## src/common/hbp_params.svh

```systemverilog
// Constants of the multi-mode host bus port: widths, register indices, reset values
`ifndef HBP_PARAMS_SVH
`define HBP_PARAMS_SVH

// --------------------------------------------------------------------
// Widths
// --------------------------------------------------------------------
`define HBP_AW 17
`define HBP_DW 16
`define HBP_REG_COUNT 128

// --------------------------------------------------------------------
// Register window: upper 128 bytes of the address space
// --------------------------------------------------------------------
`define HBP_REG_SPACE 10'h3FF
`define HBP_REG_RST 8'h00

// --------------------------------------------------------------------
// Register indices (byte address = 1FF80h + index)
// --------------------------------------------------------------------
`define HBP_IDX_PWRSAVE 7'h0A
`define HBP_BIT_PWRSAVE 3'h0
`define HBP_IDX_INCLK 7'h0B
`define HBP_IDX_MODE0 7'h61
`define HBP_IDX_PANEL_FIRST 7'h64
`define HBP_IDX_PANEL_LAST 7'h6A

`endif

```

## src/common/hbp_pkg.sv

```systemverilog
// Types of the multi-mode host bus port
package hbp_pkg;

	// ----------------------------------------------------------------
	// Host bus modes and port states
	// ----------------------------------------------------------------
	typedef enum logic [1:0] {
		HBP_STROBE_ONE,
		HBP_STROBE_TWO,
		HBP_GENERIC_ONE,
		HBP_GENERIC_TWO
	} hbp_mode_t;

	typedef enum logic [1:0] {
		HBP_IDLE,
		HBP_ACCESS,
		HBP_DONE
	} hbp_state_t;

	// ----------------------------------------------------------------
	// Raw host pins as sampled
	// ----------------------------------------------------------------
	typedef struct packed {
		hbp_mode_t mode;
		logic cs_n;
		logic addr_lsb_pin;
		logic [15:0] upper_addr_pins;
		logic low_write_pin_n;
		logic high_write_pin_n;
		logic bus_start_pin_n;
		logic read_write_pin;
		logic read_pin_n;
		logic [15:0] data;
	} hbp_pins_t;

	// ----------------------------------------------------------------
	// Decoded host cycle, independent of mode
	// ----------------------------------------------------------------
	typedef struct packed {
		logic active;
		logic read;
		logic [1:0] be;
		logic [16:0] addr;
	} hbp_cyc_t;

endpackage : hbp_pkg

```

## src/design/hbp_decode.sv

```systemverilog
// Per-mode meaning of the host control pins, reduced to one common cycle
module hbp_decode (
	input wire hbp_pkg::hbp_pins_t pins,
	output hbp_pkg::hbp_cyc_t cyc
);

	logic wr_any;
	logic rd_any;

	// --------------------------------------------------------------------
	// Pin function mux
	// --------------------------------------------------------------------
	// Tied-high pins of a mode are simply not looked at
	always_comb begin
		wr_any = 1'b0;
		rd_any = 1'b0;
		cyc.active = 1'b0;
		cyc.read = 1'b0;
		cyc.be = 2'h0;
		cyc.addr = {pins.upper_addr_pins, pins.addr_lsb_pin};
		unique case (pins.mode)
			hbp_pkg::HBP_STROBE_ONE: begin
				// Lowest address pin is the lower data strobe
				cyc.addr = {pins.upper_addr_pins, 1'b0};
				cyc.active = ~pins.cs_n & ~pins.bus_start_pin_n
					& (~pins.high_write_pin_n | ~pins.addr_lsb_pin);
				cyc.read = pins.read_write_pin;
				cyc.be = {~pins.high_write_pin_n, ~pins.addr_lsb_pin};
			end
			hbp_pkg::HBP_STROBE_TWO: begin
				cyc.active = ~pins.cs_n & ~pins.bus_start_pin_n & ~pins.high_write_pin_n;
				cyc.read = pins.read_write_pin;
				// Size bits: byte transfer picks a lane, otherwise a full word
				if ({pins.read_pin_n, pins.low_write_pin_n} == 2'h1) begin
					cyc.be = pins.addr_lsb_pin ? 2'h1 : 2'h2;
				end else begin
					cyc.be = 2'h3;
				end
			end
			hbp_pkg::HBP_GENERIC_ONE: begin
				wr_any = ~pins.low_write_pin_n | ~pins.high_write_pin_n;
				rd_any = ~pins.read_pin_n | ~pins.read_write_pin;
				cyc.active = ~pins.cs_n & (wr_any | rd_any);
				cyc.read = rd_any;
				cyc.be = rd_any ? {~pins.read_write_pin, ~pins.read_pin_n}
					: {~pins.high_write_pin_n, ~pins.low_write_pin_n};
			end
			hbp_pkg::HBP_GENERIC_TWO: begin
				wr_any = ~pins.low_write_pin_n;
				rd_any = ~pins.read_pin_n;
				cyc.active = ~pins.cs_n & (wr_any | rd_any);
				cyc.read = rd_any;
				cyc.be = {~pins.high_write_pin_n, ~pins.addr_lsb_pin};
			end
		endcase
	end

endmodule : hbp_decode

```

## src/design/hbp_host_port.sv

```systemverilog
// Multi-mode parallel host bus port: pin sampling, register window and memory requests
//
// How it works
// Clock, mode 0 and panel timing registers change only in software power saving.
// Writes to those registers outside power saving are dropped, value kept.
// Strobe mode one: lowest address pin is the active-low lower data strobe.
// Other modes: lowest address pin is address bit 0.
// Upper address pins are address bits 16 to 1 in every mode.
// Strobe mode two hosts wire the upper half of a 32-bit bus here.
// Low write pin: size bit 0, low byte write, write enable; tied high otherwise.
// High write pin: upper strobe, data strobe, high byte write, high byte enable.
// Bus start pin is address strobe in strobe modes; tied in generic modes.
// Read/write pin: direction in strobe modes, upper read in generic one.
// No host access is served unless chip select is low.
// Bus clock pin is held low when the input clock is the source.
// Data bus floats at reset and is driven only with read data.
// Wait pin: transfer ack, size ack one or wait; floats at reset.
// Read pin: size bit 1, low byte read, read command; tied high otherwise.
// Reset returns registers to defaults and outputs to inactive states.
`include "hbp_params.svh"

module hbp_host_port (
	input wire logic clk,
	input wire logic reset_n,
	input wire hbp_pkg::hbp_mode_t host_mode,
	input wire logic clk_src_bus,
	input wire logic bus_clock_pin,
	input wire logic chip_select_n,
	input wire logic addr_lsb_pin,
	input wire logic [15:0] upper_addr_pins,
	input wire logic low_write_pin_n,
	input wire logic high_write_pin_n,
	input wire logic bus_start_pin_n,
	input wire logic read_write_pin,
	input wire logic read_pin_n,
	input wire logic [15:0] host_data_pins_in,
	output logic [15:0] host_data_pins_out,
	output logic host_data_pins_oe,
	output logic wait_pin_out,
	output logic wait_pin_oe,
	output logic mem_req,
	output logic mem_we,
	output logic [16:0] mem_addr,
	output logic [15:0] mem_wdata,
	output logic [1:0] mem_be,
	input wire logic mem_ack,
	input wire logic [15:0] mem_rdata,
	output logic pwr_save
);

	// --------------------------------------------------------------------
	// State
	// --------------------------------------------------------------------
	typedef struct packed {
		hbp_pkg::hbp_pins_t pin1;
		hbp_pkg::hbp_pins_t pin2;
		logic bclk1;
		logic bclk2;
		logic bclk3;
		logic src1;
		logic src2;
		hbp_pkg::hbp_state_t state;
		hbp_pkg::hbp_cyc_t cyc;
		logic [`HBP_REG_COUNT-1:0][7:0] regs;
		logic [15:0] dout;
		logic dout_oe;
		logic wait_out;
		logic wait_oe;
		logic mem_req;
		logic mem_we;
		logic [16:0] mem_addr;
		logic [15:0] mem_wdata;
		logic [1:0] mem_be;
	} hbp_port_state_t;

	hbp_port_state_t q;
	hbp_port_state_t d;
	hbp_pkg::hbp_pins_t pins_now;
	hbp_pkg::hbp_cyc_t cyc_now;
	logic take;
	logic pwr_on;
	logic strobe_mode;

	// Restricted registers: input clock, mode 0 and the panel block
	function automatic logic is_locked(input logic [6:0] idx);
		is_locked = (idx == `HBP_IDX_INCLK) || (idx == `HBP_IDX_MODE0)
			|| ((idx >= `HBP_IDX_PANEL_FIRST) && (idx <= `HBP_IDX_PANEL_LAST));
	endfunction : is_locked

	// --------------------------------------------------------------------
	// Pin gathering and decode
	// --------------------------------------------------------------------
	always_comb begin
		pins_now.mode = host_mode;
		pins_now.cs_n = chip_select_n;
		pins_now.addr_lsb_pin = addr_lsb_pin;
		pins_now.upper_addr_pins = upper_addr_pins;
		pins_now.low_write_pin_n = low_write_pin_n;
		pins_now.high_write_pin_n = high_write_pin_n;
		pins_now.bus_start_pin_n = bus_start_pin_n;
		pins_now.read_write_pin = read_write_pin;
		pins_now.read_pin_n = read_pin_n;
		pins_now.data = host_data_pins_in;
	end

	hbp_decode u_decode (
		.pins(q.pin2),
		.cyc(cyc_now)
	);

	// Bus clock is only an edge source; in input-clock mode it stands low
	assign take = ~q.src2 | (q.bclk2 & ~q.bclk3);
	assign pwr_on = q.regs[`HBP_IDX_PWRSAVE][`HBP_BIT_PWRSAVE];
	assign strobe_mode = (q.pin2.mode == hbp_pkg::HBP_STROBE_ONE) || (q.pin2.mode == hbp_pkg::HBP_STROBE_TWO);

	// --------------------------------------------------------------------
	// Next state
	// --------------------------------------------------------------------
	always_comb begin
		d = q;
		d.pin1 = pins_now;
		d.pin2 = q.pin1;
		d.bclk1 = bus_clock_pin;
		d.bclk2 = q.bclk1;
		d.bclk3 = q.bclk2;
		// Source strap is a pin too, so it is synchronised like the rest
		d.src1 = clk_src_bus;
		d.src2 = q.src1;
		unique case (q.state)
			hbp_pkg::HBP_IDLE: begin
				if (take && cyc_now.active) begin
					d.cyc = cyc_now;
					if (cyc_now.addr[16:7] == `HBP_REG_SPACE) begin
						// Register window answers at once
						for (int i = 0; i < 2; i++) begin
							if (cyc_now.read) begin
								d.dout[i*8 +: 8] = q.regs[{cyc_now.addr[6:1], i[0]}];
							end else if (cyc_now.be[i] && (!is_locked({cyc_now.addr[6:1], i[0]}) || pwr_on)) begin
								d.regs[{cyc_now.addr[6:1], i[0]}] = q.pin2.data[i*8 +: 8];
							end
						end
						d.state = hbp_pkg::HBP_DONE;
					end else begin
						d.mem_req = 1'b1;
						d.mem_we = ~cyc_now.read;
						d.mem_addr = cyc_now.addr;
						d.mem_wdata = q.pin2.data;
						d.mem_be = cyc_now.be;
						d.state = hbp_pkg::HBP_ACCESS;
					end
				end
			end
			hbp_pkg::HBP_ACCESS: begin
				if (mem_ack) begin
					d.mem_req = 1'b0;
					d.dout = mem_rdata;
					d.state = hbp_pkg::HBP_DONE;
				end
			end
			hbp_pkg::HBP_DONE: begin
				// Hold the answer until the host lets go of the strobe
				if (!cyc_now.active) begin
					d.state = hbp_pkg::HBP_IDLE;
				end
			end
		endcase
		// Drive data only while read data stands ready
		d.dout_oe = (d.state == hbp_pkg::HBP_DONE) && d.cyc.read && cyc_now.active;
		// Wait pin drives only while selected; acks in strobe modes, waits in generic
		d.wait_oe = ~q.pin2.cs_n;
		if (strobe_mode) begin
			d.wait_out = ~(d.state == hbp_pkg::HBP_DONE);
		end else begin
			d.wait_out = ~(cyc_now.active && (d.state != hbp_pkg::HBP_DONE));
		end
	end

	// --------------------------------------------------------------------
	// Registers
	// --------------------------------------------------------------------
	// Everything resets to defaults, outputs float or idle
	always_ff @(posedge clk or negedge reset_n) begin
		if (!reset_n) begin
			q <= '0;
			q.pin1.cs_n <= 1'b1;
			q.pin2.cs_n <= 1'b1;
			q.wait_out <= 1'b1;
			q.state <= hbp_pkg::HBP_IDLE;
			for (int r = 0; r < `HBP_REG_COUNT; r++) begin
				q.regs[r] <= `HBP_REG_RST;
			end
		end else begin
			q <= d;
		end
	end

	assign host_data_pins_out = q.dout;
	assign host_data_pins_oe = q.dout_oe;
	assign wait_pin_out = q.wait_out;
	assign wait_pin_oe = q.wait_oe;
	assign mem_req = q.mem_req;
	assign mem_we = q.mem_we;
	assign mem_addr = q.mem_addr;
	assign mem_wdata = q.mem_wdata;
	assign mem_be = q.mem_be;
	assign pwr_save = q.regs[`HBP_IDX_PWRSAVE][`HBP_BIT_PWRSAVE];
endmodule : hbp_host_port
```

## config.mk

```make
export PLATFORM = sky130hd
export DESIGN_NAME = hbp_host_port
export DESIGN_NICKNAME = d
export VERILOG_FILES = /design/src/common/hbp_pkg.sv /design/src/design/hbp_decode.sv /design/src/design/hbp_host_port.sv
export VERILOG_INCLUDE_DIRS = /design/src /design/src/common
export SDC_FILE = /design/constraint.sdc
export NUM_CORES = 2
export LEC_CHECK = 0
export BUFFER_PORTS_ARGS = -buffer_cell sky130_fd_sc_hd__buf_2
export CORE_MARGIN = 4
export CORE_UTILIZATION = 49
export DETAILED_ROUTE_END_ITERATION = 8
export GPL_TIMING_DRIVEN = 1
export PLACE_DENSITY_LB_ADDON = 0.15
export SLEW_MARGIN = 25
export SYNTH_ARGS = -nofsm -noshare
export SYNTH_HDL_FRONTEND = slang
export SYNTH_SLANG_ARGS = --single-unit
```

## constraint.sdc

```tcl
create_clock -name clk -period 6.4 [get_ports clk]
set_input_delay 1.28 -clock clk [delete_from_list [all_inputs] [get_ports clk]]
set_output_delay 1.28 -clock clk [all_outputs]
set_load 0.005 [all_outputs]
```

=== After elaboration in Yosys (flattened, before gate mapping) ===
Index checks and enable logic that the tools add are counted.

* Register bits after elaboration: 1,190
* Input bits: 62
* Output and inout bits: 57
* Logic and storage cells: 279

* $lt $le $gt $ge: 8
* Equality and inequality tests: 16
* Multiplexer cells: 38
* Bitwise logic cells: 25
* Reduce and logical (&&, ||, !) cells: 25

{| class="wikitable"
|+ Operators by type and width
! kind !! count
|-
| 1024-bit 2-to-1 mux || 7
|-
| 1024-bit bitwise mux || 2
|-
| 1063-bit 2-to-1 mux || 1
|-
| 1044-bit 2-to-1 mux || 1
|-
| 1040-bit 2-to-1 mux || 1
|-
| 8-bit binary-select mux with 6-bit select || 2
|-
| 8-bit demux with 6-bit select || 2
|-
| 37-bit 2-to-1 mux || 2
|-
| 8-bit 2-to-1 mux || 6
|-
| 16-bit case mux with 2 select lines || 1
|-
| 7-bit by 8-bit < comparator with 1-bit output, second input constant || 2
|-
| 16-bit 2-to-1 mux || 1
|-
| 4-bit case mux with 4 select lines || 1
|-
| 7-bit by 1-bit >= comparator with 1-bit output, second input constant || 2
|-
| 7-bit >= comparator, second input constant || 2
|-
| 7-bit less-or-equal comparator, second input constant || 2
|-
| 1-bit inverter || 13
|-
| 2-bit 2-to-1 mux || 6
|-
| 2-bit inequality test, second input constant || 6
|-
| 10-bit equality test, second input constant || 1
|-
| 1-bit logical AND || 10
|-
| 2-bit equality test, second input constant || 4
|-
| 1-bit AND || 6
|-
| 2-bit by 1-bit equality test with 1-bit output, second input constant || 3
|-
| 14 further kinds || 28
|}

=== Logic depth before layout (Yosys ltp) ===
* Word-level depth: 21
* Depth in mapped cells: 12
* Gate-level depth less buffers: 7

=== Modules after synthesis ===
From an unflattened synthesis, not the netlist that was laid out.

* Cells, all modules: 3,840
* Area total of the unflattened synthesis: 52,726.8 um^2

{| class="wikitable"
|+ By module, submodules not included
! module !! instances !! cells an instance !! area each (um^2) !! sequential area each (um^2)
|-
| hbp_host_port || 1 || 3,799 || 52,449.1 || 29,281.8
|-
| hbp_decode || 1 || 41 || 277.8 || 0.0
|}

=== Least setup slack after synthesis ===
Ideal clock, no wire load.

* Kind: register to register
* From: register q[1147] in the netlist's numbering
* To: register with a tool-made name
* Setup time: 0.125 ns
* Data arrival time: 2.523 ns
* Required time: 6.275 ns
* Slack: 3.752 ns
* Stages on the path, launching flop included: 10
* Buffers on the path: 2
* Clock period less this slack: 2.648 ns
* Path through: dfrtp_1 > buf_6 > a21o_1 > a311oi_4 > o211ai_4 > nor2_8 > buf_12 > nand3_4 > nor2_8 > mux2_4

{| class="wikitable"
|+ RTL lines
! what !! RTL line !! RTL
|-
| from (decl) || hbp_host_port.sv:76 || <nowiki>hbp_port_state_t q;</nowiki>
|}

=== Worst setup path after layout ===
* From: register q[1129] in the netlist's numbering
* To: register q, in the netlist host_data_pins_out[4]

* Longest elaborated chain between the ends: 6

{| class="wikitable"
|+ Ends and longest elaborated chain
! what !! RTL line !! RTL
|-
| 8-bit binary-select mux with 6-bit select || hbp_host_port.sv:137 || <nowiki>d.dout[i*8 +: 8] = q.regs[{cyc_now.addr[6:1], i[0]}];</nowiki>
|-
| 8-bit 2-to-1 mux (implied by the code) || hbp_host_port.sv:137 ||
|-
| 8-bit 2-to-1 mux || hbp_host_port.sv:136 || <nowiki>if (cyc_now.read) begin</nowiki>
|-
| 1040-bit 2-to-1 mux || hbp_host_port.sv:133 || <nowiki>if (cyc_now.addr[16:7] == `HBP_REG_SPACE) begin</nowiki>
|-
| 1063-bit 2-to-1 mux || hbp_host_port.sv:131 || <nowiki>if (take && cyc_now.active) begin</nowiki>
|-
| 16-bit case mux with 2 select lines || hbp_host_port.sv:129 || <nowiki>unique case (q.state)</nowiki>
|}

No other way between the ends. The select of a mux whose other input is x is not followed.
A chain may end at the register's enable or synchronous reset.

==> flow_summary.toml <==
[worst_hold_path]
holdCritPathClass = "flip-flop to flip-flop"

[sta]
max_slew.worst_pin.slew_ps = 1109
hold_viol_final = 0
final_max_slew_viol_count = 0
layout_worst_path_cycle_share = 0.6617
clock.fmax_mhz = 236.1
totalNegativeSetupSlack_ps = 0
setup_viol = 0
clock_skew_after_layout_ps = 24.37
final_critical_path_setup_slack_ps = 2165
timing.max_slew.rel_slack = 0.2606
finalWorstPathRequiredPeriod_ps = 4235
rsz_0062_raised_after_global_routing = "no"

[clocking]
postCtsResizedCells = 0
post_cts_hold_buffer_count = 0
cts.repair_timing.setup_buffer_count = 0
cts_inserted_buffers = 120
cts.root.buffer_cell = "clkbuf_16"
clk_pin_slew_worst_paths_ps = 60
cts-htree-levels = 3
latest_clock_arrival_within_the_worst_skew_pair_ps = 730
tritoncts = "done"
clock_sink_count = 1170
clock_path_buffers = 3

[synthesis]
synth_area_leader_cell = "dfrtp_1"
distinct_cell_type_count_after_synthesis = 73
syn-cell-area_um2 = 52580
async_flop_share = 1.000
synth-seq-area-share = 0.5569
yosys_register_bits = 1170
synth-edff-count = 0
ys_warn_count = 0
fraction_of_post_synthesis_cell_area_in_the_top_cell_type_by_area = 0.5554
synthTopCellsByArea = "dfrtp_1 56%, mux2_2 23%, mux2i_1 3.5%"
netlist_instances = 3785
top_flip_flop_cell_by_instance_count_after_synthesis = "dfrtp_1"
syn_avg_cell_area_um2 = 13.89
synth.net_count = 3850

[floorplan]
placementRows = 119
floorplan.die.height_um = 335.6
die_area_um2 = 112600
pin_count = 119
die-width_um = 335.6
core_area_um2 = 105900
initial_core_util = 0.4967

[drt]
route.antenna.remaining_nets = 0
routedWlPerCell_um = 31.22
first_iter_violations = 3508
drc = 0
detail_route.wirelength_mm = 164.8
firstDrtPassIters = 7
dr_total_vias = 33690
viasPerCell = 6.382

[place]
place_area_um2 = 54290
dpl_worst_slack_ps = 2170
io_buffer_count = 118
place_inst = 5054
finalWeightedCongestion = 0.8970
final_hpwl_dp_mm = 102.5

[cells_and_area]
post_layout_inst_area_um2 = 58490
final_cell_mix = "1148 x dfrtp_1, 1076 x mux2_2, 184 x mux2i_1"
final_cells = 5279
area_delta_synth_final_pct = 11.24
nNetsFinal = 3850
num-fill-cells = 8788
drive_gt1_frac = 0.4493
most_common_cell_after_layout_fill_and_taps_aside = "dfrtp_1"
insertedDiodeCount = 0

[pwr]
leakage_nw = 27.86
max-vdd-ir-drop_mv = 0.2754
power_per_cell_area_nw_per_um2 = 281.0

[setup_path]
timing.critical_path.fanout_max = 41
cp_data_arrival_time_ps = 4810
timing.critical_path.to_type = "flip-flop"
timing.critical_path.required_ps = 6980
crit_type = "flip-flop to flip-flop"
start_kind = "flip-flop"

[job]
max_cap_viol_count = 0

[grt]
largest_net_degree_at_the_start_of_global_routing = 162
grt_antenna_before_repair = 3
via_count_of_the_first_global_routing_pass = 34310
wire_length_of_the_first_global_routing_pass_mm = 243.3
groute.usage.overall = 0.2926
grt_remaining_overflow = 0

[status]
outcome = "completed"
## metrics by stage
stage | util | hold slack, ps | total power, mW
CTS | 0.5525 | 335.0 | 16.55
detailed placement | 0.5128 | 334.6 | 9.156
finish | 0.5525 | 332.4 | 16.43
global placement | 0.5126 | 332.0 | 9.141
floorplan | - | 331.2 | 8.594
global route | 0.5525 | 343.0 | 16.95
## final cells by class
cell class | instances | area [um^2] | share of cell area
repair buffers | 199 | 1339 | 0.02289
clock inverters | 45 | 613.1 | 0.01048
clock buffers | 180 | 3590 | 0.06137
inverters | 14 | 55.05 | 0.0009413
flip-flops and latches | 1170 | 29320 | 0.5012
multi-input cells | 2280 | 21840 | 0.3733
well taps | 1391 | 1740 | 0.02976
## critical path, cell delays in order, from the launching register on
cell and delay (ps):
dfrtp_4 830, buf_4 750, mux4_2 610, and2_0 280, a221oi_1 370, o22ai_1 260, a2111oi_2 740, o21ai_0 170
## path summary, 6_finish.rpt
path | to | depth (start not counted) | startpoint | slack, ps
max in group asynchronous | q[1123]$_DFF_PN0_ | 2 | reset_n | 4230
hold reg to reg | q[1128]$_DFF_PN0_ | 0 | d[1128]$_DFF_PN0_ | 330
min in group asynchronous | asynchronous set/reset pin | 1 | reset_n | 610
hold / removal | q[1128]$_DFF_PN0_ | 0 | d[1128]$_DFF_PN0_ | 330
setup reg to reg | host_data_pins_out[4]$_DFFE_PN0P_ | 7 | q[1129]$_DFF_PN0_ | 2170
setup / recovery | host_data_pins_out[4]$_DFFE_PN0P_ | 7 | q[1129]$_DFF_PN0_ | 2170
## cells in the mapped netlist, types with 22 or more instances
cell and number:
a21oi_1 56, a221oi_1 122, a22o_1 46, a22oi_1 57, and2_1 22, buf_1 33, buf_2 42, buf_4 58
clkbuf_1 186, dfrtp_1 1167, mux2_2 1076, mux2_4 24, mux2i_1 184, mux4_2 51, nand2_1 77, nor2_1 86
nor2_2 120, o21ai_0 95, o22ai_1 76
## power breakdown
group | internal (mW) | switching, mW | leakage [nW]
clock network | 4.39 | 3.03 | 2.07
logic | 0.407 | 0.896 | 9.75
registers | 7.58 | 0.134 | 16.0
total | 12.4 | 4.06 | 27.9
## kinds of logic (layout without fill, tap and decap cells)
group | Yosys count | after routing | synth area share
buf+inv | 335 | 438 | 0.02951
mux | 1337 | 1337 | 0.2946
fa+ha+maj | 3 | 3 | 0.0007140
simple gates | 401 | 401 | 0.04374
compound gates | 539 | 539 | 0.07451
flops | 1170 | 1170 | 0.5569
## routing by layer
layer,track usage,up-vias,wire length [um]
met5,0,-,0
met4,0.1229,0,7862
met3,0.05125,391,10620
met2,0.4545,1273,75640
met1,0.4088,18110,70690
li1,-,13920,-
Note: power is estimated with default switching activity, not from simulation.
